==> src/verilog/mcsd_pkg.sv <==
// Constants for the midrange chip select decoder and its auxiliary register
// Operation
// RULE1: One-hot size code bits 14..8 give block 8K (bit 8) doubling up to 512K.
// RULE2: Block splits into four equal quarters, one midrange select per quarter.
// RULE3: Software sets exactly one size bit; otherwise select behaviour is unpredictable.
// RULE4: Base bits 19..13 come from register bits 15..9; base bits 12..0 are zero.
// RULE5: Software places the base only on a multiple of the block size.
// RULE6: Block at zero only with lower select and low bank off; 512K only at zero.
// RULE7: Midrange selects stay off after reset until both control registers are written.
// RULE8: Midrange selects assert with muxed-bus timing, half a cycle after upper/lower selects; here the upper selects assert in the same cycle.
// RULE9: With full-range bit set, select zero covers the whole block; others keep quarters.
// RULE10: Software keeps the block clear of upper, lower and memory-mapped peripheral ranges.
// RULE11: Midrange ready bit 0 waits for external ready, 1 ignores it; plus 0-3 waits.
// RULE12: Software clears programmable I/O mode and direction for the four select pins.
// RULE13: Aux bit 7 set gives upper peripheral chip selects; clear gives latched A1, A2.
// RULE14: In address mode an auxiliary write alone activates the upper peripheral pins.
// RULE15: Aux bit 6 set answers memory cycles, clear answers I/O cycles.
// RULE16: Aux ready bit and wait field govern only the upper peripheral selects.
// RULE17: Software writes ones to all reserved bits of both registers.
// RULE18: Lower memory select is off after reset and turns on at any config write.
// RULE19: Midrange selects are active low, only in memory cycles hitting their quarter; with full-range set, select zero asserts across the whole block.

package mcsd_pkg;

    // ------------------------------------------------------------------
    // Register offsets
    // ------------------------------------------------------------------
    localparam logic [7:0] MCSD_MID_OFF = 8'hA6;
    localparam logic [7:0] MCSD_AUX_OFF = 8'hA8;
    localparam logic [7:0] MCSD_STAT_OFF = 8'hAA;

    // ------------------------------------------------------------------
    // Field positions
    // ------------------------------------------------------------------
    localparam int MCSD_BASE_MSB = 15;
    localparam int MCSD_BASE_LSB = 9;
    localparam int MCSD_SIZE_MSB = 14;
    localparam int MCSD_SIZE_LSB = 8;
    localparam int MCSD_EX_BIT = 7;
    localparam int MCSD_MS_BIT = 6;
    localparam int MCSD_RDY_BIT = 2;
    localparam int MCSD_WS_MSB = 1;
    localparam int MCSD_WS_LSB = 0;

    // ------------------------------------------------------------------
    // Reset values (reserved bits held at one)
    // ------------------------------------------------------------------
    localparam logic [15:0] MCSD_MID_RST = 16'h01F8;
    localparam logic [15:0] MCSD_AUX_RST = 16'h8038;

    // ------------------------------------------------------------------
    // Address arithmetic
    // ------------------------------------------------------------------
    localparam logic [12:0] MCSD_BASE_PAD = 13'h0000;
    localparam logic [10:0] MCSD_PBASE_PAD = 11'h000;
    localparam logic [11:0] MCSD_SLOT5 = 12'h005;
    localparam logic [11:0] MCSD_SLOT6 = 12'h006;

endpackage : mcsd_pkg

==> src/verilog/mcsd_decode.sv <==
// Midrange chip select decoder with auxiliary select register
`timescale 1ns/1ps
`default_nettype none

module mcsd_decode (
    input wire logic mclk_in,                   // 10 MHz system clock
    input wire logic rst_in,                    // Async reset, active high
    input wire logic [7:0] reg_addr_in,         // Register address
    input wire logic [15:0] reg_wdata_in,       // Register write data
    input wire logic reg_wr_in,                 // Write strobe
    input wire logic reg_rd_in,                 // Read strobe
    output logic [15:0] reg_rdata_out,          // Read data, cycle after strobe
    input wire logic cyc_start_in,              // Bus cycle address phase pulse
    input wire logic [19:0] cyc_addr_in,        // Non-muxed address at start
    input wire logic cyc_mem_in,                // 1 memory cycle, 0 I/O cycle
    input wire logic cyc_end_in,                // Bus cycle end pulse
    input wire logic full_range_select_zero_in, // System configuration bit
    input wire logic [8:0] peripheral_base_in,  // Peripheral base bits 19..11
    input wire logic peripheral_base_valid_in,  // Peripheral base written
    input wire logic lower_config_write_in,     // Lower select config written
    input wire logic ext_ready_in,              // External ready pin
    output logic [3:0] midrange_selects_n_out,  // Midrange selects, active low
    output logic [1:0] upper_peripheral_selects_out, // [1] sixth, [0] fifth
    output logic lower_select_enable_out,       // Lower memory select enabled
    output logic mid_done_out,                  // Midrange cycle may finish
    output logic upper_done_out                 // Upper peripheral cycle may finish
);

    // ------------------------------------------------------------------
    // Decode helpers
    // ------------------------------------------------------------------
    function automatic logic block_hit(input logic [19:0] addr, input logic [6:0] code,
                                       input logic [6:0] base);
        logic [19:0] size;
        logic [19:0] mask;
        size = {code, mcsd_pkg::MCSD_BASE_PAD};
        mask = ~(size - 20'h00001);
        block_hit = (code != 7'h00) &&
                    (((addr ^ {base, mcsd_pkg::MCSD_BASE_PAD}) & mask) == 20'h00000);
    endfunction

    function automatic logic [1:0] quarter_of(input logic [19:0] addr,
                                              input logic [6:0] code);
        quarter_of = 2'h0;
        for (int i = 0; i < 7; i++) begin
            if (code[i]) begin
                quarter_of = addr[12 + i -: 2];
            end
        end
    endfunction

    function automatic logic slot_hit(input logic [19:0] addr, input logic mem,
                                      input logic [8:0] pbase, input logic [11:0] slot);
        logic [19:0] eff;
        logic [19:0] off;
        eff = mem ? addr : {4'h0, addr[15:0]};
        off = eff - {pbase, mcsd_pkg::MCSD_PBASE_PAD};
        slot_hit = (off[19:8] == slot);
    endfunction

    // ------------------------------------------------------------------
    // Registers
    // ------------------------------------------------------------------
    logic [15:0] mid_ctrl_reg;
    logic [15:0] aux_ctrl_reg;
    logic mid_written_reg;
    logic aux_written_reg;
    logic [19:0] lat_addr_reg;
    logic lat_mem_reg;
    logic stage_reg;
    logic [15:0] rdata_next;
    logic ready_sync;

    logic wr_mid;
    logic wr_aux;
    assign wr_mid = reg_wr_in && (reg_addr_in == mcsd_pkg::MCSD_MID_OFF);
    assign wr_aux = reg_wr_in && (reg_addr_in == mcsd_pkg::MCSD_AUX_OFF);

    // Reserved bits are stored as written so software sees its own value back
    always_ff @(posedge mclk_in or posedge rst_in) begin
        if (rst_in) begin
            mid_ctrl_reg <= mcsd_pkg::MCSD_MID_RST;
            aux_ctrl_reg <= mcsd_pkg::MCSD_AUX_RST;
        end else begin
            if (wr_mid) begin
                mid_ctrl_reg <= reg_wdata_in;
            end
            if (wr_aux) begin
                aux_ctrl_reg <= reg_wdata_in;
            end
        end
    end

    // RULE7: arming flags
    always_ff @(posedge mclk_in or posedge rst_in) begin
        if (rst_in) begin
            mid_written_reg <= 1'b0;
            aux_written_reg <= 1'b0;
        end else begin
            if (wr_mid) begin
                mid_written_reg <= 1'b1;
            end
            if (wr_aux) begin
                aux_written_reg <= 1'b1;
            end
        end
    end

    // RULE18: lower select arming
    always_ff @(posedge mclk_in or posedge rst_in) begin
        if (rst_in) begin
            lower_select_enable_out <= 1'b0;
        end else if (lower_config_write_in) begin
            lower_select_enable_out <= 1'b1;
        end
    end

    logic [6:0] size_code;
    logic [6:0] mid_base;
    logic mid_active;
    logic upper_cs_active;
    logic pin_cs_mode;
    logic space_mem;
    assign size_code = aux_ctrl_reg[mcsd_pkg::MCSD_SIZE_MSB:mcsd_pkg::MCSD_SIZE_LSB];
    assign mid_base = mid_ctrl_reg[mcsd_pkg::MCSD_BASE_MSB:mcsd_pkg::MCSD_BASE_LSB];
    assign mid_active = mid_written_reg && aux_written_reg;
    assign pin_cs_mode = aux_ctrl_reg[mcsd_pkg::MCSD_EX_BIT];
    assign space_mem = aux_ctrl_reg[mcsd_pkg::MCSD_MS_BIT];
    assign upper_cs_active = aux_written_reg && peripheral_base_valid_in && pin_cs_mode;

    always_comb begin
        rdata_next = 16'h0000;
        if (reg_addr_in == mcsd_pkg::MCSD_MID_OFF) begin
            rdata_next = mid_ctrl_reg;
        end else if (reg_addr_in == mcsd_pkg::MCSD_AUX_OFF) begin
            rdata_next = aux_ctrl_reg;
        end else if (reg_addr_in == mcsd_pkg::MCSD_STAT_OFF) begin
            rdata_next = {11'h000, lower_select_enable_out, upper_cs_active, mid_active,
                          aux_written_reg, mid_written_reg};
        end
    end

    // Unmapped addresses read as zero
    always_ff @(posedge mclk_in or posedge rst_in) begin
        if (rst_in) begin
            reg_rdata_out <= 16'h0000;
        end else if (reg_rd_in) begin
            reg_rdata_out <= rdata_next;
        end else begin
            reg_rdata_out <= 16'h0000;
        end
    end

    // ------------------------------------------------------------------
    // Bus cycle capture
    // ------------------------------------------------------------------
    // The capture stage stands for the half-cycle lag of the muxed address
    always_ff @(posedge mclk_in or posedge rst_in) begin
        if (rst_in) begin
            lat_addr_reg <= 20'h00000;
            lat_mem_reg <= 1'b0;
            stage_reg <= 1'b0;
        end else begin
            stage_reg <= cyc_start_in;
            if (cyc_start_in) begin
                lat_addr_reg <= cyc_addr_in;
                lat_mem_reg <= cyc_mem_in;
            end
        end
    end

    // ------------------------------------------------------------------
    // Midrange selects
    // ------------------------------------------------------------------
    logic mid_hit;
    logic [1:0] mid_quarter;
    logic [3:0] sel_next;
    logic mid_go;

    // RULE1: block size and base match
    // RULE4: base bits 19..13 only
    assign mid_hit = mid_active && lat_mem_reg && block_hit(lat_addr_reg, size_code, mid_base);
    // RULE2: quarter select
    assign mid_quarter = quarter_of(lat_addr_reg, size_code);
    assign mid_go = stage_reg && mid_hit && !cyc_end_in;

    always_comb begin
        sel_next = 4'hF;
        if (mid_hit) begin
            sel_next[mid_quarter] = 1'b0;
            // RULE9: select zero over whole block
            if (full_range_select_zero_in) begin
                sel_next[0] = 1'b0;
            end
        end
    end

    // RULE8: assert at muxed-bus stage
    // RULE19: released at cycle end
    always_ff @(posedge mclk_in or posedge rst_in) begin
        if (rst_in) begin
            midrange_selects_n_out <= 4'hF;
        end else if (cyc_end_in) begin
            midrange_selects_n_out <= 4'hF;
        end else if (stage_reg) begin
            midrange_selects_n_out <= sel_next;
        end
    end

    // ------------------------------------------------------------------
    // Upper peripheral pins
    // ------------------------------------------------------------------
    logic [1:0] upper_hit;
    logic upper_go;

    // RULE15: memory or I/O space
    assign upper_hit[0] = upper_cs_active && (lat_mem_reg == space_mem) &&
                          slot_hit(lat_addr_reg, lat_mem_reg, peripheral_base_in,
                                   mcsd_pkg::MCSD_SLOT5);
    assign upper_hit[1] = upper_cs_active && (lat_mem_reg == space_mem) &&
                          slot_hit(lat_addr_reg, lat_mem_reg, peripheral_base_in,
                                   mcsd_pkg::MCSD_SLOT6);
    assign upper_go = stage_reg && (upper_hit != 2'b00) && !cyc_end_in;

    // RULE13: chip selects or latched A2, A1
    // RULE14: aux write alone arms address mode
    always_ff @(posedge mclk_in or posedge rst_in) begin
        if (rst_in) begin
            upper_peripheral_selects_out <= 2'b11;
        end else if (!aux_written_reg) begin
            upper_peripheral_selects_out <= 2'b11;
        end else if (wr_aux && !pin_cs_mode && reg_wdata_in[mcsd_pkg::MCSD_EX_BIT]) begin
            // Leaving address mode must not leave a stale low level posing as a select
            upper_peripheral_selects_out <= 2'b11;
        end else if (!pin_cs_mode) begin
            if (stage_reg) begin
                upper_peripheral_selects_out <= {lat_addr_reg[2], lat_addr_reg[1]};
            end
        end else if (cyc_end_in) begin
            upper_peripheral_selects_out <= 2'b11;
        end else if (stage_reg) begin
            upper_peripheral_selects_out <= ~upper_hit;
        end
    end

    // ------------------------------------------------------------------
    // Ready and wait states
    // ------------------------------------------------------------------
    mcsd_sync u_ready_sync (
        .mclk_in(mclk_in),
        .rst_in(rst_in),
        .async_in(ext_ready_in),
        .sync_out(ready_sync)
    );

    // RULE11: midrange ready mode and waits
    mcsd_wait u_mid_wait (
        .mclk_in(mclk_in),
        .rst_in(rst_in),
        .start_in(mid_go),
        .abort_in(cyc_end_in),
        .wait_states_in(mid_ctrl_reg[mcsd_pkg::MCSD_WS_MSB:mcsd_pkg::MCSD_WS_LSB]),
        .ready_ignore_in(mid_ctrl_reg[mcsd_pkg::MCSD_RDY_BIT]),
        .ready_in(ready_sync),
        .done_out(mid_done_out)
    );

    // RULE16: aux ready and waits for upper pins
    mcsd_wait u_upper_wait (
        .mclk_in(mclk_in),
        .rst_in(rst_in),
        .start_in(upper_go),
        .abort_in(cyc_end_in),
        .wait_states_in(aux_ctrl_reg[mcsd_pkg::MCSD_WS_MSB:mcsd_pkg::MCSD_WS_LSB]),
        .ready_ignore_in(aux_ctrl_reg[mcsd_pkg::MCSD_RDY_BIT]),
        .ready_in(ready_sync),
        .done_out(upper_done_out)
    );
endmodule // mcsd_decode

`default_nettype wire

==> src/verilog/mcsd_sync.sv <==
// Three-stage synchroniser with agreement filter for a pin input
`timescale 1ns/1ps
`default_nettype none

module mcsd_sync (
    input wire logic mclk_in,   // System clock
    input wire logic rst_in,    // Async reset, active high
    input wire logic async_in,  // Pin level
    output logic sync_out       // Filtered level
);

    logic s1_reg;
    logic s2_reg;
    logic s3_reg;

    always_ff @(posedge mclk_in or posedge rst_in) begin
        if (rst_in) begin
            s1_reg <= 1'b0;
            s2_reg <= 1'b0;
            s3_reg <= 1'b0;
        end else begin
            s1_reg <= async_in;
            s2_reg <= s1_reg;
            s3_reg <= s2_reg;
        end
    end

    // Change only counts once the last two stages agree
    always_ff @(posedge mclk_in or posedge rst_in) begin
        if (rst_in) begin
            sync_out <= 1'b0;
        end else if (s2_reg == s3_reg) begin
            sync_out <= s3_reg;
        end
    end

endmodule // mcsd_sync

`default_nettype wire

==> src/verilog/mcsd_wait.sv <==
// Wait-state counter with optional external ready for one select group
`timescale 1ns/1ps
`default_nettype none

module mcsd_wait (
    input wire logic mclk_in,             // System clock
    input wire logic rst_in,              // Async reset, active high
    input wire logic start_in,            // Select just asserted
    input wire logic abort_in,            // Bus cycle ended
    input wire logic [1:0] wait_states_in, // Wait states 0..3
    input wire logic ready_ignore_in,     // 1 ignores external ready
    input wire logic ready_in,            // Synchronised external ready
    output logic done_out                 // One-cycle completion pulse
);

    logic busy_reg;
    logic [1:0] count_reg;

    always_ff @(posedge mclk_in or posedge rst_in) begin
        if (rst_in) begin
            busy_reg <= 1'b0;
            count_reg <= 2'h0;
            done_out <= 1'b0;
        end else begin
            done_out <= 1'b0;
            if (start_in) begin
                busy_reg <= 1'b1;
                count_reg <= wait_states_in;
            end else if (abort_in) begin
                busy_reg <= 1'b0;
            end else if (busy_reg) begin
                if (count_reg != 2'h0) begin
                    count_reg <= count_reg - 2'h1;
                end else if (ready_ignore_in || ready_in) begin
                    // Counted waits first, then external ready if required
                    done_out <= 1'b1;
                    busy_reg <= 1'b0;
                end
            end
        end
    end

endmodule // mcsd_wait

`default_nettype wire
==> config.mk <==
export PLATFORM = sky130hd
export DESIGN_NAME = mcsd_decode
export DESIGN_NICKNAME = d
export VERILOG_FILES = /design/src/verilog/mcsd_pkg.sv /design/src/verilog/mcsd_decode.sv /design/src/verilog/mcsd_sync.sv /design/src/verilog/mcsd_wait.sv
export SDC_FILE = /design/constraint.sdc
export NUM_CORES = 1
export LEC_CHECK = 0
export BUFFER_PORTS_ARGS = -buffer_cell sky130_fd_sc_hd__buf_2
export CAP_MARGIN = 20
export CORE_ASPECT_RATIO = 1.4
export CORE_MARGIN = 2
export CORE_UTILIZATION = 55
export DETAILED_ROUTE_END_ITERATION = 16
export GPL_TIMING_DRIVEN = 0
export PLACE_DENSITY = 0.87
export SLEW_MARGIN = 5
export SYNTH_ARGS = -nofsm -noshare
export SYNTH_HDL_FRONTEND = slang
export SYNTH_SLANG_ARGS = --single-unit
==> constraint.sdc <==
create_clock -name mclk_in -period 3.2 [get_ports mclk_in]
set_clock_uncertainty 0.2 [all_clocks]
set_input_delay 0.16 -clock mclk_in [delete_from_list [all_inputs] [get_ports mclk_in]]
set_output_delay 0.16 -clock mclk_in [all_outputs]
set_load 0.01 [all_outputs]
---- Yosys cells after proc, flatten, opt, wreduce, memory -nomap -nowiden ----
Index checks and enable logic that the tools add are counted.
operators by class
  magnitude comparators ................... 2
  eq/ne operators ......................... 11
  add/subtract/negate cells ............... 4
  reduce and logical (&&, ||, !) cells .... 35
  bitwise operators ....................... 5
  mux-type cells .......................... 52
operator list
  kind                                                                     number
  16-bit 2-to-1 mux                                                        3
  2-bit 2-to-1 mux                                                         21
  12-bit by 3-bit == test with 1-bit output, second input constant         2
  8-bit == test, second input constant                                     3
  1-bit 2-to-1 mux                                                         22
  20-bit AND                                                               1
  20-bit zero test                                                         1
  20-bit 2-to-1 mux                                                        1
  20-bit inverter                                                          1
  20-bit by 1-bit subtractor with 20-bit output, second input constant     1
  20-bit subtractor                                                        1
  20-bit XOR                                                               1
  1-bit logical AND                                                        18
  2-bit nonzero test                                                       8
  4-bit 2-to-1 mux                                                         3
  4-bit by 2-bit inequality test with 1-bit output, second input constant  2
  7-bit nonzero test                                                       1
  3-bit AND reduction                                                      2
  5-bit 2-to-1 mux                                                         1
  2-bit by 1-bit inequality test with 1-bit output, second input constant  2
  4-bit inverter                                                           1
  2-bit by 1-bit subtractor with 2-bit output, second input constant       2
  2-bit by 3-bit < comparator with 1-bit output, second input constant     1
  1-bit demux with 2-bit select                                            1
  other kinds (6)                                                          9
word-level totals
  word-level logic and storage cells ...... 130
  register bits ........................... 91
  input bits .............................. 64

---- Longest topological paths before layout ----
Gate-level depths: netlist of run 1.
  word-level depth ........................ 16
  mapped depth ............................ 9
  mapped depth without buffers ............ 9

---- Modules after synthesis ----
Synthesis of run 1 repeated with hierarchy kept, for this count alone.
unflattened totals
  cell total of the unflattened synthesis .. 386
  area, all modules ....................... 4453.0 µm²
modules (own cells, without submodules)
  module       times used  cells each  area an instance (µm²)
  mcsd_decode  1           344         3922.5
  mcsd_wait    2           18          207.7
  mcsd_sync    1           6           115.1

---- Worst setup path after synthesis of run 1 ----
No wires, ideal clock.
  path kind ............................... reg-to-reg
  start point ............................. register lat_addr_reg[11]
  end point ............................... register u_upper_wait.count_reg[0]
  cell stages (with the launch flop) ...... 10
  path slack .............................. 390 ps
  required time ........................... 2875 ps
  buffers on the path ..................... 0
  clock period less this slack ............ 2810 ps
  arrival ................................. 2485 ps
  path through ............................ dfrtp_1 > inv_1 > ha_1 > fa_1 > nand2b_1 > a211oi_1 > o21a_1 > o2111ai_1 > or4b_1 > mux2_2
on the way
  word-level cells in the longest chain between the ends .. 9
ends and longest elaborated chain
  item                                                                                                     line                                    text
  from (decl)                                                                                              mcsd_decode.sv:68                       logic [19:0] lat_addr_reg;
  from (signal assigned)                                                                                   mcsd_decode.sv:166                      lat_addr_reg <= cyc_addr_in;
  20-bit 2-to-1 mux (*)                                                                                    mcsd_decode.sv:56                       eff = mem ? addr : {4'h0, addr[15:0]};
  20-bit subtractor (*)                                                                                    mcsd_decode.sv:57                       off = eff - {pbase, mcsd_pkg::MCSD_PBASE_PAD};
  12-bit by 3-bit == test with 1-bit output                                                                mcsd_decode.sv:58                       slot_hit = (off[19:8] == slot);
  1-bit logical AND (on tied branches)                                                                     mcsd_decode.sv:217, mcsd_decode.sv:220
  2-bit nonzero test (*)                                                                                   mcsd_decode.sv:223                      assign upper_go = stage_reg && (upper_hit != 2'b00) && !cyc_end_in;
  1-bit logical AND (*) (2 in series)                                                                      mcsd_decode.sv:223
  2-bit by 1-bit inequality test with 1-bit output (no line) / 2-bit nonzero test (equally long branches)  -
  3-bit AND reduction (no line)                                                                            -
  to (signal assigned)                                                                                     mcsd_wait.sv:28                         count_reg <= wait_states_in;
  to (signal assigned)                                                                                     mcsd_wait.sv:33                         count_reg <= count_reg - 2'h1;
  to (decl)                                                                                                mcsd_wait.sv:17                         logic [1:0] count_reg;
Every way passes the cells marked *; elsewhere a longest branch is shown, timed or not.
A chain may end at the register's enable or synchronous reset.

---- Final worst setup path of run 1 ----
  start point ............................. register lat_addr_reg[16]
  end point ............................... register u_upper_wait.count_reg[0]
The elaborated chain is that of the path after synthesis.

==> summary.md, run 1 <==
| Metric | Value |
|---|---|
| Synth async-reset ratio | 1.00 |
| Slew @ Worst Pin | about 730 ps |
| Switching portion of total power | 0.273 |
| Kind of capture point of the worst setup path | flip-flop |
| Inst Count DP | roughly 560 |
| Total number of yosys warnings | 0 |
| Final Instance Count excl. Fillers | approximately 620 |
| Count of buffers inserted at the top-level ports | just over 80 |
| Leakage power of the design | 0.00253 uW |
| Flip-flop and latch count after synthesis | 85 |
| Fraction of final layout cells sized beyond drive strength 1 | 0.348 |
| H-tree levels | 3 |
| Initial antenna violation count | 0 |
| Maximum number of pins on one net before global-route repair | 53 |
| Slowest stage cell, crit path | sky130_fd_sc_hd__or4b_1 |
| Filler cells | 549 |
| # diodes | 0 |
| Area delta synth->final | 27.2% |
| Category of the most critical setup path | flip-flop to flip-flop |
| Placed Instance Area | about 4900 um^2 |
| Average wire per standard cell | ~16 um |
| Total GRT Usage | 0.254 |
| Arrival time at the worst endpoint | slightly above 3000 ps |
| Vertical die dimension | 109 um |
| Total count of hold-check failures in the final report | 0 |
| Post-layout minimum cycle time | between 3000 and 4000 ps |
| DRT Pass-1 Iters | 5 |
| Clock Latency Late Sink | 370 ps |
| Total nets after synthesis | 455 |
| Combinational share of power | 0.163 |
| Internal power component | approximately 1700 uW |
| Finish-stage setup viols | 0 |
| DP HPWL | 7050 um |
| Net switching component of the power | 643 uW |
| I/O pin count | approximately 90 |
| Aggregate routed wire length | slightly above 10,000 um |
| Netlist area before placement | around 4300 um^2 |
| Run status | finished clean |
| Worst-case clock buffer depth | 2 |
| Post-Route Setup TNS | 0 ps |
| RD Place Congestion | between 0.8 and 0.9 |
| Number of standard cells after synthesis | 379 |
| Kind of cell adding the most delay to the critical path | simple AND/OR/NAND/NOR gates |
| Part of the Yosys area used for sequential elements | 0.499 |
| Number of maximum-capacitance constraint violations | 0 |
| Number of placement rows | 38 |
| Final std cell area, no fill | between 5000 and 6000 um^2 |
| Required time reported for the critical path endpoint | ~3300 ps |
| Critical path fanouts, max | 8 |
| Share of power burned in registers | 0.499 |
| Total vias in the final route | around 3.4k |
| FF-to-FF path depth | 9 |
| Type of the worst min-delay path | input port to flip-flop |
| Global-route wire length before repair | about 16,000 um |
| Number of remaining DRC errors | 0 |
| Highest clock frequency the design can meet | 0.330 GHz |
| Number of slew-limit violations in the final report | 0 |
| Unrepaired setup endpoints after global routing | no |
| Clock-pin transition on the worst setup and hold timing paths | about 90 ps |
| Via density per instance | approximately 5.6 |
| Top_reg_cell synth | sky130_fd_sc_hd__dfrtp_1 |
| Root Driver | sky130_fd_sc_hd__clkbuf_8 |
| Residual overflow from global routing | 0 |
| Tightest slew margin relative to the limit | 0.515 |
| TritonCTS clock tree | done |
| Die Outline Area | 8550 um^2 |
| Power Dens Cells | about 430 nW/um^2 |
| Worst slack, placed | ~160 ps |
| Die X | just under 80 um |
| Final WS setup | around 170 ps |
| Count of cell types in the netlist | 59 |
| Delay contributed by the slowest stage of the critical path | about 560 ps |
| Number of cells on the critical path | 9 |
| First DRT Iteration DRCs | between 200 and 250 |
| Share of total power in the clock network | 0.338 |
| Kind of launch point of the worst setup path | flip-flop |
| Worst Hold Path Cells | 4 |
| CP cell instances | and2_1 > ha_1 > buf_2 > o211ai_1 > a21oi_1 > o21a_1 > o2111ai_1 > or4b_1 > mux2_2 |
| Peak supply drop | about 0.44 mV |
| Net total in the final layout | ~600 |
| Number of nets with antenna violations after routing | 0 |
| Number of enable flip-flop cells after synthesis | 0 |
| Mean instance size in the synthesized netlist | 11.3 um^2 |
| Vias in the first global route | 3,555 |
| Number of CTS-inserted buffers | 9 |
| Final clock period utilization by the worst path | 0.946 |
| Clk sink count | 85 |
| Buf/Inv on CP | 1 |
| Initial core utilization | 0.562 |
| Core region area | around 7700 um^2 |
## cells by family after synthesis
family / share of synthesized area
and+or+nand+nor: 0.138
xor gates and xnor gates: 0.0346
buffers and inverters: 0.0401
DFF: 0.499
AOI/OAI and AO/OA: 0.122
muxes: 0.127
adders and majority gates: 0.0390
## layer usage
layer / track usage / up-vias / routed length, um
met2: 0.443 / 119 / 5420
met1: 0.291 / 1666 / 3900
li1: - / 1624 / -
met4: 0.125 / 0 / 313
met5: 0 / - / 0
met3: 0.0613 / 29 / 512
## timing repair
item	in CTS	in global routing
hold endpoints to repair	133	0
endpoints found under the setup margin	0	2
buffers inserted	0	0
hold buffers	39	0
resized for setup	0	1
## cells in the mapped netlist (4+ instances only)
library cell | number | area share
sky130_fd_sc_hd__dfrtp_1 | 69 | 0.40
sky130_fd_sc_hd__and2_1 | 4 | 0.0058
sky130_fd_sc_hd__xnor2_1 | 9 | 0.018
sky130_fd_sc_hd__nor3_1 | 5 | 0.0058
sky130_fd_sc_hd__nand3_1 | 7 | 0.0081
sky130_fd_sc_hd__mux2_2 | 44 | 0.12
sky130_fd_sc_hd__o211ai_1 | 5 | 0.0087
sky130_fd_sc_hd__a22oi_1 | 13 | 0.023
sky130_fd_sc_hd__xor2_1 | 8 | 0.016
sky130_fd_sc_hd__o21ai_0 | 14 | 0.016
sky130_fd_sc_hd__ha_1 | 11 | 0.032
sky130_fd_sc_hd__o21a_1 | 6 | 0.010
sky130_fd_sc_hd__dfstp_2 | 16 | 0.098
sky130_fd_sc_hd__clkbuf_1 | 9 | 0.0079
sky130_fd_sc_hd__nor2b_1 | 21 | 0.031
sky130_fd_sc_hd__nor2_1 | 13 | 0.011
sky130_fd_sc_hd__a21oi_1 | 14 | 0.016
sky130_fd_sc_hd__inv_1 | 22 | 0.019
sky130_fd_sc_hd__nand2_1 | 19 | 0.017
## cell usage in the layout, fill, tap and decap left out, types with 3 or more instances in the layout
cell type                       synthesis  final
sky130_fd_sc_hd__dfstp_2               16     16
sky130_fd_sc_hd__nand2b_1               3      3
sky130_fd_sc_hd__nor3b_1                3      3
sky130_fd_sc_hd__a222oi_1               3      3
sky130_fd_sc_hd__o21ai_0               14     14
sky130_fd_sc_hd__nand2_1               19     19
sky130_fd_sc_hd__a21oi_1               14     14
sky130_fd_sc_hd__clkbuf_1               9      9
sky130_fd_sc_hd__dfrtp_1               69     69
sky130_fd_sc_hd__nor2b_1               21     21
sky130_fd_sc_hd__or2_2                  3      3
sky130_fd_sc_hd__xor2_1                 8      8
sky130_fd_sc_hd__a21o_1                 3      3
sky130_fd_sc_hd__nand3b_1               3      3
sky130_fd_sc_hd__buf_2                  3     85
sky130_fd_sc_hd__dlygate4sd3_1          0     39
sky130_fd_sc_hd__nand3_1                7      7
sky130_fd_sc_hd__mux2_2                44     44
sky130_fd_sc_hd__inv_1                 22     21
sky130_fd_sc_hd__o211ai_1               5      5
sky130_fd_sc_hd__nor3_1                 5      5
sky130_fd_sc_hd__clkbuf_8               0     10
sky130_fd_sc_hd__o21a_1                 6      6
sky130_fd_sc_hd__a22oi_1               13     13
sky130_fd_sc_hd__and2_1                 4      4
sky130_fd_sc_hd__xnor2_1                9      9
sky130_fd_sc_hd__ha_1                  11     11
sky130_fd_sc_hd__nor2_1                13     13
## worst register-to-register path, delay by kind of cell, from the launching register on
family,cells,cell delay (ps)
adders and majority gates,1,270
buffers and inverters,1,170
AOI/OAI and AO/OA,4,760
muxes,1,300
and+or+nand+nor,2,760
DFF,1,460
## power by group through the flow
| stage | Sequential, uW | Clock, uW | Combinational (uW) |
|---|---|---|---|
| 2_1_floorplan | 1180 | 0 | 243 |
| 3_3_place_gp | 1190 | 0 | 325 |
| 3_5_place_dp | 1190 | 0 | 343 |
| 4_1_cts | 1170 | 801 | 382 |
| 5_1_grt | 1180 | 854 | 424 |
| 6_report | 1180 | 797 | 384 |
## final timing paths
| check | slack (ps) | endpoint | from |
|---|---|---|---|
| setup / recovery | 170 | u_upper_wait.count_reg[0] | lat_addr_reg[16] |
| hold / removal | 50 | reg_rdata_out[15] | reg_addr_in[3] |
| setup reg to reg | 170 | u_upper_wait.count_reg[0] | lat_addr_reg[16] |
| hold reg to reg | 160 | u_ready_sync.s2_reg | u_ready_sync.s1_reg |
| max in group asynchronous | 2020 | midrange_selects_n_out[3] | rst_in |
| min in group asynchronous | 130 | lower_select_enable_out | rst_in |
## final cells by class
class | count | area (um^2) | share of cell area
inverters | 22 | 85.1 | 0.0156
clock inverters | 6 | 70.1 | 0.0128
clock buffers | 10 | 138 | 0.0252
plain buffers | 17 | 90.1 | 0.0165
multi-input cells | 255 | 1990 | 0.363
well taps | 100 | 125 | 0.0229
repair buffers | 122 | 828 | 0.151
flip-flops and latches | 85 | 2150 | 0.393
## metrics by stage
step	hold WS [ps]	total power (uW)	util
6_report	47.8	2360	0.714
4_1_cts	13.1	2360	0.714
5_1_grt	93.7	2460	0.714
3_3_place_gp	69.2	1520	0.632
2_1_floorplan	-8.57	1420	-
3_5_place_dp	-1.49	1540	0.636
Note: power is estimated with default switching activity, not from simulation.
==> inputs of run 2 (changes only) <==
--- a/config.mk
+++ b/config.mk
@@ -7,9 +7,11 @@
 export LEC_CHECK = 0
 export BUFFER_PORTS_ARGS = -buffer_cell sky130_fd_sc_hd__buf_2
 export CAP_MARGIN = 20
+export CELL_PAD_IN_SITES_DETAIL_PLACEMENT = 0
+export CELL_PAD_IN_SITES_GLOBAL_PLACEMENT = 1
 export CORE_ASPECT_RATIO = 1.4
 export CORE_MARGIN = 2
-export CORE_UTILIZATION = 55
+export CORE_UTILIZATION = 43
 export DETAILED_ROUTE_END_ITERATION = 16
 export GPL_TIMING_DRIVEN = 0
 export PLACE_DENSITY = 0.87
==> run 2 against run 1 <==
Register-to-register slack improved by 20 ps. Worst hold slack better by 35 ps. Flip-flop and latch count did not move. Sequential share of layout area down 1.1 points. Global-route usage fell by 5.4 points. Critical path type unchanged.
==> summary.md, run 2 (synthesized netlist as in run 1, its figures left out) <==
| Metric | Value |
|---|---|
| Run status | finished clean |
| Power consumption | between 2000 and 3000 uW |
| Worst r2r src | lat_mem_reg |
| FF-to-FF path depth | 9 |
| Register-to-register path setup slack | between 150 and 200 ps |
| Count of buffers inserted at the top-level ports | 82 |
| Vias in the first global route | about 3.5k |
| First DRT Iteration DRCs | between 200 and 300 |
| Slew @ Worst Pin | between 500 and 600 ps |
| Worst-case clock buffer depth | 2 |
| R2r endpoint | u_upper_wait.count_reg[0] |
| Residual overflow from global routing | 0 |
| Total count of hold-check failures in the final report | 0 |
| Vertical die dimension | around 120 um |
| Leading cell types in the layout, fill and taps excluded | sky130_fd_sc_hd__buf_2, sky130_fd_sc_hd__dfrtp_1, sky130_fd_sc_hd__mux2_2 |
| Finish-stage setup viols | 0 |
| Clock-pin transition on the worst setup and hold timing paths | ~60 ps |
| Fraction of final layout cells sized beyond drive strength 1 | 0.346 |
| Power Dens Cells | 477 nW/um^2 |
| Kind of capture point of the worst setup path | flip-flop |
| Die X | 88.5 um |
| Most common cell after layout, fill and taps aside | sky130_fd_sc_hd__buf_2 |
| I/O pin count | 89 |
| Worst slack, placed | 140 ps |
| Post-layout minimum cycle time | around 3000 ps |
| Total GRT Usage | 0.200 |
| Final WS setup | just under 200 ps |
| # diodes | 0 |
| Root Driver | sky130_fd_sc_hd__clkbuf_16 |
| Worst Hold Path Cells | 4 |
| Final clock period utilization by the worst path | 0.938 |
| Post-CTS Setup Repair Bufs | 0 |
| Number of nets with antenna violations after routing | 0 |
| Initial antenna violation count | 0 |
| Number of CTS-inserted buffers | 9 |
| Net total in the final layout | 588 |
| Leakage power of the design | 0.00259 uW |
| DRT Pass-1 Iters | 4 |
| RD Place Congestion | roughly 0.83 |
| Type of the worst min-delay path | input port to flip-flop |
| Category of the most critical setup path | flip-flop to flip-flop |
| Clock Latency Late Sink | between 300 and 400 ps |
| Total vias in the final route | around 3.4k |
| Average wire per standard cell | around 15 um |
| Placed Instance Area | 4900 um^2 |
| Tightest slew margin relative to the limit | 0.614 |
| Final cell utilization of the core | 0.571 |
| Peak supply drop | between 0.3 and 0.4 mV |
| Clk sink count | between 80 and 90 |
| Die Outline Area | roughly 11,000 um^2 |
| Inst Count DP | around 600 |
| Required time reported for the critical path endpoint | between 3000 and 4000 ps |
| Highest clock frequency the design can meet | approximately 0.33 GHz |
| Core region area | around 10000 um^2 |
| Maximum number of pins on one net before global-route repair | 48 |
| Final Instance Count excl. Fillers | 652 |
| Via density per instance | between 5 and 6 |
| Initial core utilization | 0.437 |
| TritonCTS clock tree | done |
| Endpoint of the worst hold path | reg_rdata_out[5] |
| DP HPWL | around 7300 um |
| Critical path fanouts, max | 8 |
| Area delta synth->final | 30.7% |
| Number of maximum-capacitance constraint violations | 0 |
| Filler cells | 867 |
| Arrival time at the worst endpoint | about 3000 ps |
| Unrepaired setup endpoints after global routing | no |
| Global-route wire length before repair | about 17,000 um |
| Aggregate routed wire length | 10,100 um |
| Number of slew-limit violations in the final report | 0 |
| Launching instance or port of the critical path | lat_mem_reg |
| Number of placement rows | 43 |
| Kind of launch point of the worst setup path | flip-flop |
| H-tree levels | 3 |
| Worst min-delay path startpoint | reg_addr_in[3] |
| Number of remaining DRC errors | 0 |
| Final std cell area, no fill | about 5600 um^2 |
==> run 2: cell count changes in the layout (fill, tap and decap cells not counted) <==
cell                         before  now
sky130_fd_sc_hd__bufinv_16        1    2
sky130_fd_sc_hd__buf_16           1    0
sky130_fd_sc_hd__clkbuf_1         9   10
sky130_fd_sc_hd__inv_8            1    0
sky130_fd_sc_hd__buf_12           0    1
sky130_fd_sc_hd__clkbuf_16        0    9
sky130_fd_sc_hd__clkbuf_8        10    1
sky130_fd_sc_hd__clkinvlp_4       2    1
==> run 2: layout make-up <==
type                       instances  area [um^2]  area share
tap                              135          169      0.0300
clock inverter                     5         81.3      0.0145
timing repair buffer             122          821       0.146
sequential                        85         2150       0.382
inverter                          22         85.1      0.0151
multi-input combinational        255         1990       0.353
buffer                            17         90.1      0.0160
clock buffer                      11          243      0.0432
==> run 2: worst max-delay path, stage by stage (launching register included) <==
cell and delay [ps]:
sky130_fd_sc_hd__dfrtp_1 470, sky130_fd_sc_hd__and2_1 200, sky130_fd_sc_hd__ha_1 260, sky130_fd_sc_hd__buf_2 170, sky130_fd_sc_hd__o211ai_1 150, sky130_fd_sc_hd__a211oi_2 250
sky130_fd_sc_hd__o21a_1 150, sky130_fd_sc_hd__o2111ai_1 150, sky130_fd_sc_hd__or4b_1 600, sky130_fd_sc_hd__mux2_2 300
==> run 2: per-layer routing <==
metal	GRT usage	share of wire	wire (um)	up-vias
met4	0.0805	0.023	233	0
met3	0.0336	0.028	281	15
met5	0	0	0	-
li1	-	-	-	1632
met1	0.254	0.43	4340	1670
met2	0.337	0.52	5240	70
==> run 2: worst max-delay path by stage <==
| stage | end | slack, ps |
|---|---|---|
| after global placement | lat_addr_reg[16] | -190 |
| final | u_upper_wait.count_reg[0] | 200 |
| after global routing | u_upper_wait.count_reg[0] | 20 |
| after detailed placement | u_upper_wait.count_reg[0] | 140 |
| after CTS | u_upper_wait.count_reg[0] | 120 |
| after floorplan | u_upper_wait.count_reg[0] | 390 |
==> run 2: power by group <==
part           switching, uW  leakage [uW]  internal [uW]
clock                    422      0.000156            706
sequential              46.4       0.00107           1130
combinational            183       0.00137            195
total                    651       0.00259           2030
==> run 2: stage by stage <==
| stage | TNS (ps) | hold slack (ps) |
|---|---|---|
| 6_report | 0 | 82.5 |
| 5_1_grt | 0 | 109 |
| 3_5_place_dp | 0 | 64.5 |
| 2_1_floorplan | 0 | -8.57 |
| 4_1_cts | 0 | 54.5 |
| 3_3_place_gp | -12660 | 69.7 |
==> run 2: what timing repair did <==
item	CTS	global route
gates resized for setup	0	1
setup endpoints to repair	0	2
hold buffers	39	0
hold endpoints to repair	97	0
